File: src/ifd_pkg.sv
// Shared constants, field layout and types for the instruction format decoder
package ifd_pkg;

	// Word and field widths
	localparam int IFD_WORD_W  = 14;
	localparam int IFD_FA_W    = 7;
	localparam int IFD_DATA_W  = 8;
	localparam int IFD_BIT_W   = 3;
	localparam int IFD_K8_W    = 8;
	localparam int IFD_K11_W   = 11;

	// Field positions inside the instruction word
	localparam int IFD_TOP_HI  = 13;
	localparam int IFD_TOP_LO  = 12;
	localparam int IFD_OP_HI   = 11;
	localparam int IFD_OP_LO   = 8;
	localparam int IFD_D_POS   = 7;
	localparam int IFD_BOP_HI  = 11;
	localparam int IFD_BOP_LO  = 10;
	localparam int IFD_BIT_HI  = 9;
	localparam int IFD_BIT_LO  = 7;
	localparam int IFD_FA_HI   = 6;
	localparam int IFD_FA_LO   = 0;
	localparam int IFD_RL_HI   = 13;
	localparam int IFD_RL_LO   = 10;

	// Top two bits select the class
	localparam logic [1:0] IFD_TOP_BYTE = 2'h0;
	localparam logic [1:0] IFD_TOP_BIT  = 2'h1;
	localparam logic [1:0] IFD_TOP_JUMP = 2'h2;

	// Byte-oriented opcode codes that steer sequencing
	localparam logic [3:0] IFD_OP_CTRL  = 4'h0;
	localparam logic [3:0] IFD_OP_CLR   = 4'h1;
	localparam logic [3:0] IFD_OP_DECSZ = 4'hB;
	localparam logic [3:0] IFD_OP_INCSZ = 4'hF;

	// Bit-oriented opcode codes
	localparam logic [1:0] IFD_BOP_CLR  = 2'h0;
	localparam logic [1:0] IFD_BOP_SET  = 2'h1;
	localparam logic [1:0] IFD_BOP_TSTC = 2'h2;
	localparam logic [1:0] IFD_BOP_TSTS = 2'h3;

	// Control words that load the program counter, plus the reset word, which is a no-op
	localparam logic [3:0]  IFD_RETLW_CODE = 4'hD;
	localparam logic [13:0] IFD_RETURN     = 14'h0008;
	localparam logic [13:0] IFD_RETFIE     = 14'h0009;
	localparam logic [13:0] IFD_RESET_WORD = 14'h0000;

	// Oscillator periods per instruction cycle
	localparam int IFD_QUARTERS = 4;
	localparam int IFD_PH_W     = $clog2(IFD_QUARTERS);

	// Quarter phases, Gray coded along the cycle
	typedef enum logic [1:0] {
		IFD_Q1 = 2'h0,
		IFD_Q2 = 2'h1,
		IFD_Q3 = 2'h3,
		IFD_Q4 = 2'h2
	} ifd_phase_t;

	// Decoded instruction class
	typedef enum logic [1:0] {
		IFD_CLS_BYTE = 2'h0,
		IFD_CLS_BIT  = 2'h1,
		IFD_CLS_LIT  = 2'h2
	} ifd_class_t;

endpackage

File: src/ifd_core.sv
// Instruction format decoder and cycle sequencer for the 8-bit core
// What this block does
// - Every instruction is one 14-bit word: opcode part plus operand parts.
// - Each word falls into exactly one class: byte, bit, or literal/control.
// - Byte ops: destination bit 0 writes accumulator, 1 writes file register.
// - Register operand is seven bits, addressing 0x00 through 0x7F.
// - Bit ops affect only the selected bit of the 8-bit register; the core gives a one-hot bit_mask but writes all of alu_result.
// - Literal ops carry an 8-bit data or 11-bit address constant.
// - One instruction cycle lasts four oscillator periods; all timing follows it.
// - Skips taken and program counter changes take two cycles, second a no-op.
// - File-register instructions read, modify, then store, even when only writing.
// - Reading the port register during read-modify-write counts as a real read.
// - Don't-care bit positions are ignored, either value accepted.
// - Port reads for modify-rewrite return pin levels, not the output latch.
// - Writing the timer-zero count clears the prescaler when assigned to it.
module ifd_core
	import ifd_pkg::*;
#(
	parameter logic [IFD_FA_W-1:0] TMR_ADDR  = 7'h01,
	parameter logic [IFD_FA_W-1:0] PCL_ADDR  = 7'h02,
	parameter logic [IFD_FA_W-1:0] PORT_ADDR = 7'h05
)
(
	input  wire logic                  clk,
	input  wire logic                  resetn,
	input  wire logic [IFD_WORD_W-1:0] instr_word,
	input  wire logic [IFD_DATA_W-1:0] file_rdata,
	input  wire logic [IFD_DATA_W-1:0] alu_result,
	input  wire logic [IFD_DATA_W-1:0] port_pins,
	input  wire logic                  psc_on_timer,
	output logic                       fetch_req,
	output logic                       cycle_start,
	output ifd_class_t                 instr_class,
	output logic [IFD_FA_W-1:0]        file_addr,
	output logic                       dest_file,
	output logic [IFD_BIT_W-1:0]       bit_sel,
	output logic [IFD_DATA_W-1:0]      bit_mask,
	output logic [IFD_K8_W-1:0]        literal8,
	output logic [IFD_K11_W-1:0]       literal11,
	output logic                       file_rd_en,
	output logic [IFD_DATA_W-1:0]      rd_data,
	output logic                       port_read,
	output logic                       file_wr_en,
	output logic                       acc_wr_en,
	output logic [IFD_DATA_W-1:0]      wr_data,
	output logic                       psc_clear,
	output logic                       skip_taken,
	output logic                       pc_change,
	output logic                       nop_cycle
);

	typedef struct packed {
		logic [IFD_WORD_W-1:0] ir;
		logic [IFD_DATA_W-1:0] mask;
		logic                  flush;
		logic [IFD_DATA_W-1:0] pin_s1;
		logic [IFD_DATA_W-1:0] pin_s2;
		logic [IFD_DATA_W-1:0] operand;
		logic [IFD_DATA_W-1:0] wdata;
		logic                  rd_en;
		logic                  port_rd;
		logic                  wr_file;
		logic                  wr_acc;
		logic                  psc_clr;
		logic                  skip;
		logic                  pc_chg;
	} ifd_core_st_t;

	ifd_core_st_t st_r;
	ifd_core_st_t st_nxt;
	ifd_phase_t   phase;

	// Class from the top two bits alone, so every word lands in one class
	function automatic ifd_class_t cls_of(input logic [IFD_WORD_W-1:0] w);
		logic [1:0] top;
		top = w[IFD_TOP_HI:IFD_TOP_LO];
		if (top == IFD_TOP_BYTE)
			cls_of = IFD_CLS_BYTE;
		else if (top == IFD_TOP_BIT)
			cls_of = IFD_CLS_BIT;
		else
			cls_of = IFD_CLS_LIT;
	endfunction

	// One-hot mask of the selected bit position
	function automatic logic [IFD_DATA_W-1:0] mask_of(input logic [IFD_BIT_W-1:0] sel);
		mask_of = {{(IFD_DATA_W-1){1'b0}}, 1'b1} << sel;
	endfunction

	ifd_phase_gen u_phase (
		.clk    (clk),
		.resetn (resetn),
		.phase  (phase)
	);

	// Field decode of the held word
	ifd_class_t             cls;
	logic [3:0]             byte_op;
	logic [1:0]             bit_op;
	logic                   dbit;
	logic [IFD_FA_W-1:0]    fa;
	logic                   names_file;
	logic                   writes_file;
	logic                   writes_acc;
	logic                   loads_pc;
	logic                   cond_true;
	logic                   at_port;
	logic                   live;

	// Only opcode and operand fields are looked at; stray bits never matter
	always_comb
	begin
		cls     = cls_of(st_r.ir);
		byte_op = st_r.ir[IFD_OP_HI:IFD_OP_LO];
		bit_op  = st_r.ir[IFD_BOP_HI:IFD_BOP_LO];
		dbit    = st_r.ir[IFD_D_POS];
		fa      = st_r.ir[IFD_FA_HI:IFD_FA_LO];
		live    = !st_r.flush;
		// Control group and accumulator clear name no register
		names_file = (cls == IFD_CLS_BIT) ||
			((cls == IFD_CLS_BYTE) && !((byte_op == IFD_OP_CTRL) && !dbit) &&
			!((byte_op == IFD_OP_CLR) && !dbit));
		writes_file = ((cls == IFD_CLS_BYTE) && names_file && dbit) ||
			((cls == IFD_CLS_BIT) &&
			((bit_op == IFD_BOP_CLR) || (bit_op == IFD_BOP_SET)));
		writes_acc = ((cls == IFD_CLS_BYTE) && !dbit && (byte_op != IFD_OP_CTRL)) ||
			((cls == IFD_CLS_LIT) &&
			(st_r.ir[IFD_TOP_HI:IFD_TOP_LO] != IFD_TOP_JUMP));
		loads_pc = (st_r.ir[IFD_TOP_HI:IFD_TOP_LO] == IFD_TOP_JUMP) ||
			(st_r.ir[IFD_RL_HI:IFD_RL_LO] == IFD_RETLW_CODE) ||
			(st_r.ir == IFD_RETURN) || (st_r.ir == IFD_RETFIE) ||
			(writes_file && (fa == PCL_ADDR));
		cond_true = 1'b0;
		if ((cls == IFD_CLS_BYTE) && ((byte_op == IFD_OP_DECSZ) || (byte_op == IFD_OP_INCSZ)))
			cond_true = (alu_result == '0);
		else if ((cls == IFD_CLS_BIT) && (bit_op == IFD_BOP_TSTC))
			cond_true = ((st_r.operand & st_r.mask) == '0);
		else if ((cls == IFD_CLS_BIT) && (bit_op == IFD_BOP_TSTS))
			cond_true = ((st_r.operand & st_r.mask) != '0);
		at_port = names_file && (fa == PORT_ADDR);
	end

	// Quarter sequencing: Q1 decode, Q2 read, Q3 modify, Q4 store and fetch
	always_comb
	begin
		st_nxt        = st_r;
		st_nxt.pin_s1 = port_pins;
		st_nxt.pin_s2 = st_r.pin_s1;
		unique case (phase)
			IFD_Q1:
			begin
				st_nxt.rd_en = names_file && live;
			end
			IFD_Q2:
			begin
				st_nxt.rd_en   = 1'b0;
				// Pin level, not the latch, so inputs driven low write back low
				st_nxt.operand = at_port ? st_r.pin_s2 : file_rdata;
				st_nxt.port_rd = st_r.rd_en && at_port;
			end
			IFD_Q3:
			begin
				st_nxt.port_rd = 1'b0;
				st_nxt.wdata   = alu_result;
				st_nxt.wr_file = writes_file && live;
				st_nxt.wr_acc  = writes_acc && live;
				st_nxt.psc_clr = writes_file && live && (fa == TMR_ADDR) &&
					psc_on_timer;
				st_nxt.skip    = cond_true && live;
				st_nxt.pc_chg  = loads_pc && live;
			end
			IFD_Q4:
			begin
				st_nxt.wr_file = 1'b0;
				st_nxt.wr_acc  = 1'b0;
				st_nxt.psc_clr = 1'b0;
				st_nxt.skip    = 1'b0;
				st_nxt.pc_chg  = 1'b0;
				st_nxt.ir      = instr_word;
				st_nxt.mask    = mask_of(instr_word[IFD_BIT_HI:IFD_BIT_LO]);
				// Prefetched word is already in; mark its cycle as a no-op
				st_nxt.flush   = st_r.skip || st_r.pc_chg;
			end
		endcase
	end

	// State register; reset word decodes as a no-op
	always_ff @(posedge clk or negedge resetn)
	begin
		if (!resetn)
		begin
			st_r    <= '0;
			st_r.ir <= IFD_RESET_WORD;
		end
		else
			st_r <= st_nxt;
	end

	// Fetch handshake is combinational from the phase
	assign fetch_req   = (phase == IFD_Q4);
	assign cycle_start = (phase == IFD_Q1);

	// Operand fields straight from the held word
	assign instr_class = cls;
	assign file_addr   = fa;
	assign dest_file   = dbit;
	assign bit_sel     = st_r.ir[IFD_BIT_HI:IFD_BIT_LO];
	assign bit_mask    = st_r.mask;
	assign literal8    = st_r.ir[IFD_K8_W-1:0];
	assign literal11   = st_r.ir[IFD_K11_W-1:0];
	assign file_rd_en  = st_r.rd_en;
	assign rd_data     = st_r.operand;
	assign port_read   = st_r.port_rd;
	assign file_wr_en  = st_r.wr_file;
	assign acc_wr_en   = st_r.wr_acc;
	assign wr_data     = st_r.wdata;
	assign psc_clear   = st_r.psc_clr;
	assign skip_taken  = st_r.skip;
	assign pc_change   = st_r.pc_chg;
	assign nop_cycle   = st_r.flush;
endmodule

File: src/ifd_phase_gen.sv
// Divide-by-four quarter phase generator for the instruction cycle
module ifd_phase_gen
	import ifd_pkg::*;
(
	input  wire logic clk,
	input  wire logic resetn,
	output ifd_phase_t phase
);

	typedef struct packed {
		ifd_phase_t ph;
	} ifd_ph_st_t;

	ifd_ph_st_t st_r;
	ifd_ph_st_t st_nxt;

	// Walk Q1..Q4 and wrap; one code changes per step
	always_comb
	begin
		st_nxt = st_r;
		unique case (st_r.ph)
			IFD_Q1: st_nxt.ph = IFD_Q2;
			IFD_Q2: st_nxt.ph = IFD_Q3;
			IFD_Q3: st_nxt.ph = IFD_Q4;
			IFD_Q4: st_nxt.ph = IFD_Q1;
		endcase
	end

	// Phase register
	always_ff @(posedge clk or negedge resetn)
	begin
		if (!resetn)
			st_r <= '{ph: IFD_Q1};
		else
			st_r <= st_nxt;
	end

	assign phase = st_r.ph;

endmodule

File: config.mk
export PLATFORM = sky130hd
export DESIGN_NAME = ifd_core
export DESIGN_NICKNAME = d
export VERILOG_FILES = /design/src/ifd_pkg.sv /design/src/ifd_core.sv /design/src/ifd_phase_gen.sv
export SDC_FILE = /design/constraint.sdc
export NUM_CORES = 1
export LEC_CHECK = 0
export BUFFER_PORTS_ARGS = -buffer_cell sky130_fd_sc_hd__buf_2
export CORE_MARGIN = 4
export CORE_UTILIZATION = 53
export DETAILED_ROUTE_END_ITERATION = 10
export GPL_TIMING_DRIVEN = 0
export PLACE_DENSITY = 0.85
export SLEW_MARGIN = 20
export SYNTH_ARGS = -nofsm -noshare
export SYNTH_HDL_FRONTEND = slang
export SYNTH_SLANG_ARGS = --single-unit
File: constraint.sdc
create_clock -name clk -period 2.2 [get_ports clk]
set_input_delay 0.44 -clock clk [delete_from_list [all_inputs] [get_ports clk]]
set_output_delay 0.44 -clock clk [all_outputs]
set_load 0.05 [all_outputs]
==> run_results.csv, run 1 <==
group,metric,value,unit
place,dp_hpwl,4940,um
setup_path,cpMostUsedCell,"buf_2",
synth,avgSynthCellArea,10.7,um^2
synth,synth_async_sr_flop_share,1.00,
place,routabilityCongestion,0.869,
synth,synth.most_common_cell,"dfrtp_1",
global_route,grt_max_degree,65,
synth,synth_top_flop_cell,"dfrtp_1",
timing,setup_tns,0,ns
floorplan,dieArea,0.00685,mm^2
final_layout,area_growth,27.8,%
timing,fin_crit_sh,0.928,
cts,cts_buffers,9,
global_route,top_usage_layer,"met2",
global_route,grt_util_met2,0.324,
floorplan,initial_core_util,0.562,
cts,clk_pin_slew_worst_paths,0.08,ns
final_layout,fin_cells,467,
detailed_routing,drtAntennaViolNets,0,
cts,clock_path_buffers,2,
global_route,grt_pass1_vias,2221,
detailed_routing,wl_per_cell,14.2,um
floorplan,die_w,82.8,um
floorplan,coreArea,0.00527,mm^2
final_layout,drive_above_1_share,0.496,
setup_path,critPathMaxFanout,13,
min_path,hold_class,"in -> async",
final_layout,diodes,0,
setup_path,critPathRequiredTime,1.76,ns
global_route,overflow,0,
timing,fin_ws,0.157,ns
final_layout,nets,433,
detailed_routing,drt_iter0_drc,144,
timing,hold_viol,0,
synth,synth_top_area_cell,"dfrtp_1",
synth,synth_area_leaders,"dfrtp_1 (54%), buf_4 (14%), nand2_1 (6.6%)",
place,place_ws,0.231,ns
floorplan,ios,107,
timing,finalSetupViolCount,0,
synth,synth_seq_area_share,0.541,
pwr,power_density,732,mW/mm^2
timing,maxSlewHeadroom,0.486,
pwr,p_leak,2.00,nW
global_route,grtUsageTotal,0.206,
setup_path,end_kind,"primary output",
detailed_routing,routed-via-count,2356,
synth,syn-cell-area,0.00296,mm^2
cts,ctsRootBufferMaster,"clkbuf_8",
timing,finalCriticalPeriod,2.04,ns
synth,yosys_warnings,0,
setup_path,cpLargestDelayFamily,"buffers and inverters",
timing,max_freq,0.490,GHz
floorplan,row_count,26,
synth,synth_commonest_cells,"dfrtp_1 (64), buf_4 (54), nand2_1 (52)",
cts,cts_tree,"done",
synth,synth_fp_nets,317,
detailed_routing,drc,0,
cts,ctsHtreeMaxLevel,3,
setup_path,critPathBufInv,4,
synth,synth_edf_count,0,
final_layout,final_core_util,0.718,
cts,hold_buffers,0,
setup_path,crit_arrival,1.60,ns
timing,slew_viol_final,0,
synth,synth_cell_type_count,42,
final_layout,final_area,0.00378,mm^2
detailed_routing,firstDrtPassIters,5,
timing,clock_skew,0.00921,ns
global_route,grt_use_met1,0.251,
floorplan,fp.dieH,82.8,um
cts,clock_sinks,64,
synth,synth_cells,276,
setup_path,path_class,"reg -> out",
timing,worstMarginPinSlew,0.771,ns
detailed_routing,finalWirelength,6610,um
setup_path,crit_path_cell_trace,"buf_2, inv_2, nand2_1, inv_4, buf_2",
run_status,status,"completed",
place,dp_cells,452,
pwr,peakVddDrop,0.000499,V
cts,insertion_delay,0.35,ns
setup_path,slowest_stage,"dfrtp_1",
cts,post-cts-setup-buffers,0,
global_route,grt_pass1_wl,10300,um
place,io_buffers,106,
setup_path,max_stage_delay,0.36,ns
place,placed_area,0.00358,mm^2
synth,synth_top_area_frac,0.541,
setup_path,worst_setup_path_start_kind,"flop",
run,max-cap-violations,0,
global_route,antenna_found_initial,0,
timing,grt_setup_unrepaired,"no",
synth,synth-seq-cells,64,
global_route,use_met3,0.0597,
detailed_routing,vias_per_cell,5.04,
## state kept, by name (all words and copies together), names as in the netlist, 2 cells and up
name,cells
file_addr,7
bit_sel,3
bit_mask,8
rd_data,8
st_r,10
st_nxt,8
wr_data,8
u_phase.phase,2
## cell families (layout without fill, tap and decap cells)
family / count (synthesis) / in the layout / synth area share
mux: 9 / 9 / 0.0338
compound gates: 44 / 44 / 0.120
simple gates: 79 / 79 / 0.127
buf+inv: 80 / 201 / 0.178
flops: 64 / 64 / 0.541
## per-stage QoR
stage                     hold WS, ns  power (mW)
after floorplan                 0.144        1.62
after global placement          0.333        1.75
after detailed placement        0.335        1.76
after CTS                       0.180        2.79
after global routing            0.172        2.88
final                           0.170        2.77
## where the power goes
group          switching, mW  internal [mW]  total [mW]
Sequential            0.0447           1.23        1.27
Clock                  0.504          0.532        1.04
Combinational          0.306          0.156       0.462
Total                  0.854           1.92        2.77
## cell usage in the layout, fill, tap and decap left out, types with 2 or more instances in the layout
cell,instances
buf_2,107
dfrtp_1,64
buf_4,55
nand2_1,52
inv_1,11
clkbuf_8,9
a211oi_1,8
a221o_1,8
mux2_2,8
clkbuf_1,6
o41ai_1,6
nor3_1,5
a22o_1,5
a22oi_1,5
buf_6,3
nor2_1,3
o21ai_0,3
clkinv_4,3
inv_2,2
o2bb2ai_1,2
or4_1,2
nand4_1,2
o21ai_1,2
clkinvlp_4,2
## timing repair
action / in CTS / in global routing
pin swaps: 0 / 0
setup endpoints to repair: 1 / 1
resized for setup: 0 / 1
## layer usage
| layer | up-vias | wire (um) |
|---|---|---|
| li1 | 1130 | - |
| met1 | 1119 | 2630 |
| met2 | 94 | 3290 |
| met3 | 13 | 536 |
| met4 | 0 | 159 |
| met5 | - | 0 |
## cell type report
cell class	instances	area (um^2)
buffer	65	472
clock buffer	9	124
clock inverter	7	80.1
fill	413	1490
inverter	14	55.1
multi-input combinational	132	832
sequential	64	1600
tap	70	87.6
timing repair buffer	106	533
## path summary, 6_finish.rpt
check | from | endpoint | slack [ns] | cells past startpoint
max | u_phase.phase[0]$_DFF_PN0_ | fetch_req | 0.16 | 5
min | resetn | st_nxt[24]$_DFF_PN0_ | 0.17 | 1
max reg2reg | bit_sel[2]$_DFFE_PN0P_ | rd_data[3]$_DFFE_PN0P_ | 0.48 | 5
min reg2reg | st_nxt[29]$_DFF_PN0_ | st_r[29]$_DFF_PN0_ | 0.35 | 0
max in group asynchronous | resetn | rd_data[3]$_DFFE_PN0P_ | 1.53 | 1
min in group clk | port_pins[1] | st_nxt[24]$_DFF_PN0_ | 0.19 | 1
Note: power is estimated with default switching activity, not from simulation.
==> run 2: changes to the inputs <==
Settings changed: CORE_UTILIZATION 53 to 55, CTS_BUF_LIST set to sky130_fd_sc_hd__clkbuf_2, PLACE_DENSITY 0.85 to 0.87.
==> run 2 against run 1 <==
  * Flip-flop and latch count did not move
  * Largest cell class unchanged
  * Register-to-register slack improved by 0.07 ns
  * Sequential share of layout area did not move
  * Power fell by 9.6%
  * Critical path depth did not move
  * Global-route usage fell by 0.63 points
  * Design area did not move
  * Sequential power barely moved
  * Setup slack improved by 0.078 ns
  * Largest power group unchanged
  * Hold slack got worse by 0.15 ns
  * Cell count rose by 1.5%
==> run_results.csv, run 2 (synthesis gave the netlist of run 1 again) <==
group,metric,value,unit
pwr,swShare,0.294,
place,place_ws,0.235,ns
timing,maxSlewHeadroom,0.503,
cts,clk_pin_slew_worst_paths,0.17,ns
pwr,p_leak,2.01,nW
floorplan,dieArea,0.00662,mm^2
setup_path,crit_path_cell_trace,"buf_2, inv_2, nand2_2, clkinv_4, buf_4",
global_route,grt_max_degree,65,
pwr,p_sw,736,uW
min_path,hold_class,"in -> async",
final_layout,nets,440,
floorplan,coreArea,0.00517,mm^2
cts,clock_sinks,64,
cts,insertion_delay,0.47,ns
cts,post-cts-setup-buffers,0,
pwr,p_comb_frac,0.187,
pwr,internal_power,1.77,mW
detailed_routing,firstDrtPassIters,4,
floorplan,row_count,26,
place,routabilityCongestion,0.861,
place,dp_hpwl,4710,um
final_layout,area_growth,27.8,%
global_route,antenna_found_initial,0,
run,max-cap-violations,0,
timing,fin_ws,0.236,ns
setup_path,end_kind,"primary output",
detailed_routing,vias_per_cell,4.96,
timing,grt_setup_unrepaired,"no",
pwr,report.power.total,2.50,mW
final_layout,final_core_util,0.732,
setup_path,critPathRequiredTime,1.76,ns
floorplan,fp.dieH,81.4,um
timing,clock_skew,0.0165,ns
floorplan,initial_core_util,0.573,
timing,finalCriticalPeriod,1.96,ns
final_layout,diodes,0,
floorplan,ios,107,
setup_path,path_class,"reg -> out",
run_status,status,"completed",
setup_path,worst_setup_path_start_kind,"flop",
detailed_routing,drt_iter0_drc,124,
final_layout,final_cell_mix,"buf_2 (106), dfrtp_1 (64), buf_4 (56)",
timing,setup_tns,0,ns
pwr,p_clk_frac,0.305,
cts,cts_tree,"done",
timing,finalSetupViolCount,0,
global_route,grtUsageTotal,0.200,
global_route,grt_pass1_wl,9970,um
pwr,power_density,662,mW/mm^2
detailed_routing,drtAntennaViolNets,0,
detailed_routing,routed-via-count,2351,
setup_path,slowest_stage,"dfrtp_1",
place,io_buffers,106,
setup_path,max_stage_delay,0.35,ns
setup_path,crit_arrival,1.52,ns
final_layout,regMostFlops,"st_r",
global_route,overflow,0,
global_route,grt_pass1_vias,2229,
detailed_routing,drc,0,
final_layout,final_common_cell,"buf_2",
pwr,peakVddDrop,0.000454,V
final_layout,num-fill-cells,370,
timing,max_freq,0.509,GHz
timing,fin_crit_sh,0.893,
final_layout,largest_reg_flops,10,
timing,fin_hold_ws,0.0227,ns
cts,clock_path_buffers,2,
pwr,seq_power_share,0.508,
timing,hold_viol,0,
cts,ctsHtreeMaxLevel,3,
cts,ctsRootBufferMaster,"clkbuf_2",
setup_path,r2r_slack,0.55,ns
cts,cts_buffers,9,
floorplan,die_w,81.4,um
final_layout,drive_above_1_share,0.483,
timing,slew_viol_final,0,
timing,worstMarginPinSlew,0.745,ns
detailed_routing,wl_per_cell,13.1,um
setup_path,critPathMaxFanout,13,
detailed_routing,finalWirelength,6220,um
## run 2: changes by cell type in the layout (fill, tap and decap cells not counted), sizes merged
cell,delta
inv,-2
clkinv,+1
bufinv,+1
clkinvlp,-2
dlygate4sd3,+7
clkbuf,+2
## run 2: cell type report
| cell class | instances | area, um^2 | share of cell area |
|---|---|---|---|
| Sequential cell | 64 | 1600 | 0.423 |
| Multi-Input combinational cell | 132 | 835 | 0.220 |
| Timing Repair Buffer | 113 | 606 | 0.160 |
| Buffer | 65 | 472 | 0.125 |
| Tap cell | 70 | 87.6 | 0.0231 |
| Clock inverter | 5 | 71.3 | 0.0188 |
| Inverter | 14 | 57.6 | 0.0152 |
| Clock buffer | 11 | 55.1 | 0.0145 |
## run 2: power groups by stage
stage / Clock [mW] / Combinational, mW / Sequential (mW)
floorplan: 0 / 0.323 / 1.30
global route: 0.849 / 0.500 / 1.28
CTS: 0.780 / 0.464 / 1.27
global placement: 0 / 0.456 / 1.29
detailed placement: 0 / 0.463 / 1.29
finish: 0.764 / 0.469 / 1.27
## run 2: layer usage
metal,GRT usage,part of all wire,vias up
li1,-,-,1151
met1,0.238,0.39,1085
met2,0.318,0.51,104
met3,0.0721,0.088,11
met4,0.105,0.018,0
met5,0,0,-
## run 2: worst max-delay path: cells and delay by family, from the launching register on
| kind | cells | cell delay, ns |
|---|---|---|
| DFF | 1 | 0.35 |
| buffers and inverters | 4 | 0.55 |
| and+or+nand+nor | 1 | 0.16 |
## run 2: final timing paths
path / start / end / cells after the start
worst max-delay path: u_phase.phase[0]$_DFF_PN0_ / fetch_req / 5
worst min-delay path: resetn / rd_data[2]$_DFFE_PN0P_ / 1
worst max register to register: bit_sel[2]$_DFFE_PN0P_ / rd_data[0]$_DFFE_PN0P_ / 5
worst min register to register: st_nxt[27]$_DFF_PN0_ / st_r[27]$_DFF_PN0_ / 0
max in group asynchronous: resetn / literal11[10]$_DFFE_PN0P_ / 1
min in group clk: port_pins[3] / st_nxt[26]$_DFF_PN0_ / 1
## run 2: what timing repair did
action                                 4_1_cts  5_1_grt
resized for setup                            1        3
pin swaps                                    0        0
endpoints found under the hold margin        0        7
setup endpoints to repair                    1        1
hold buffers                                 0        7
## run 2: stage by stage
stage,instances,cell area [um^2]
floorplan,276,2960
global placement,452,3580
detailed placement,452,3580
CTS,467,3710
global route,474,3780
finish,474,3780
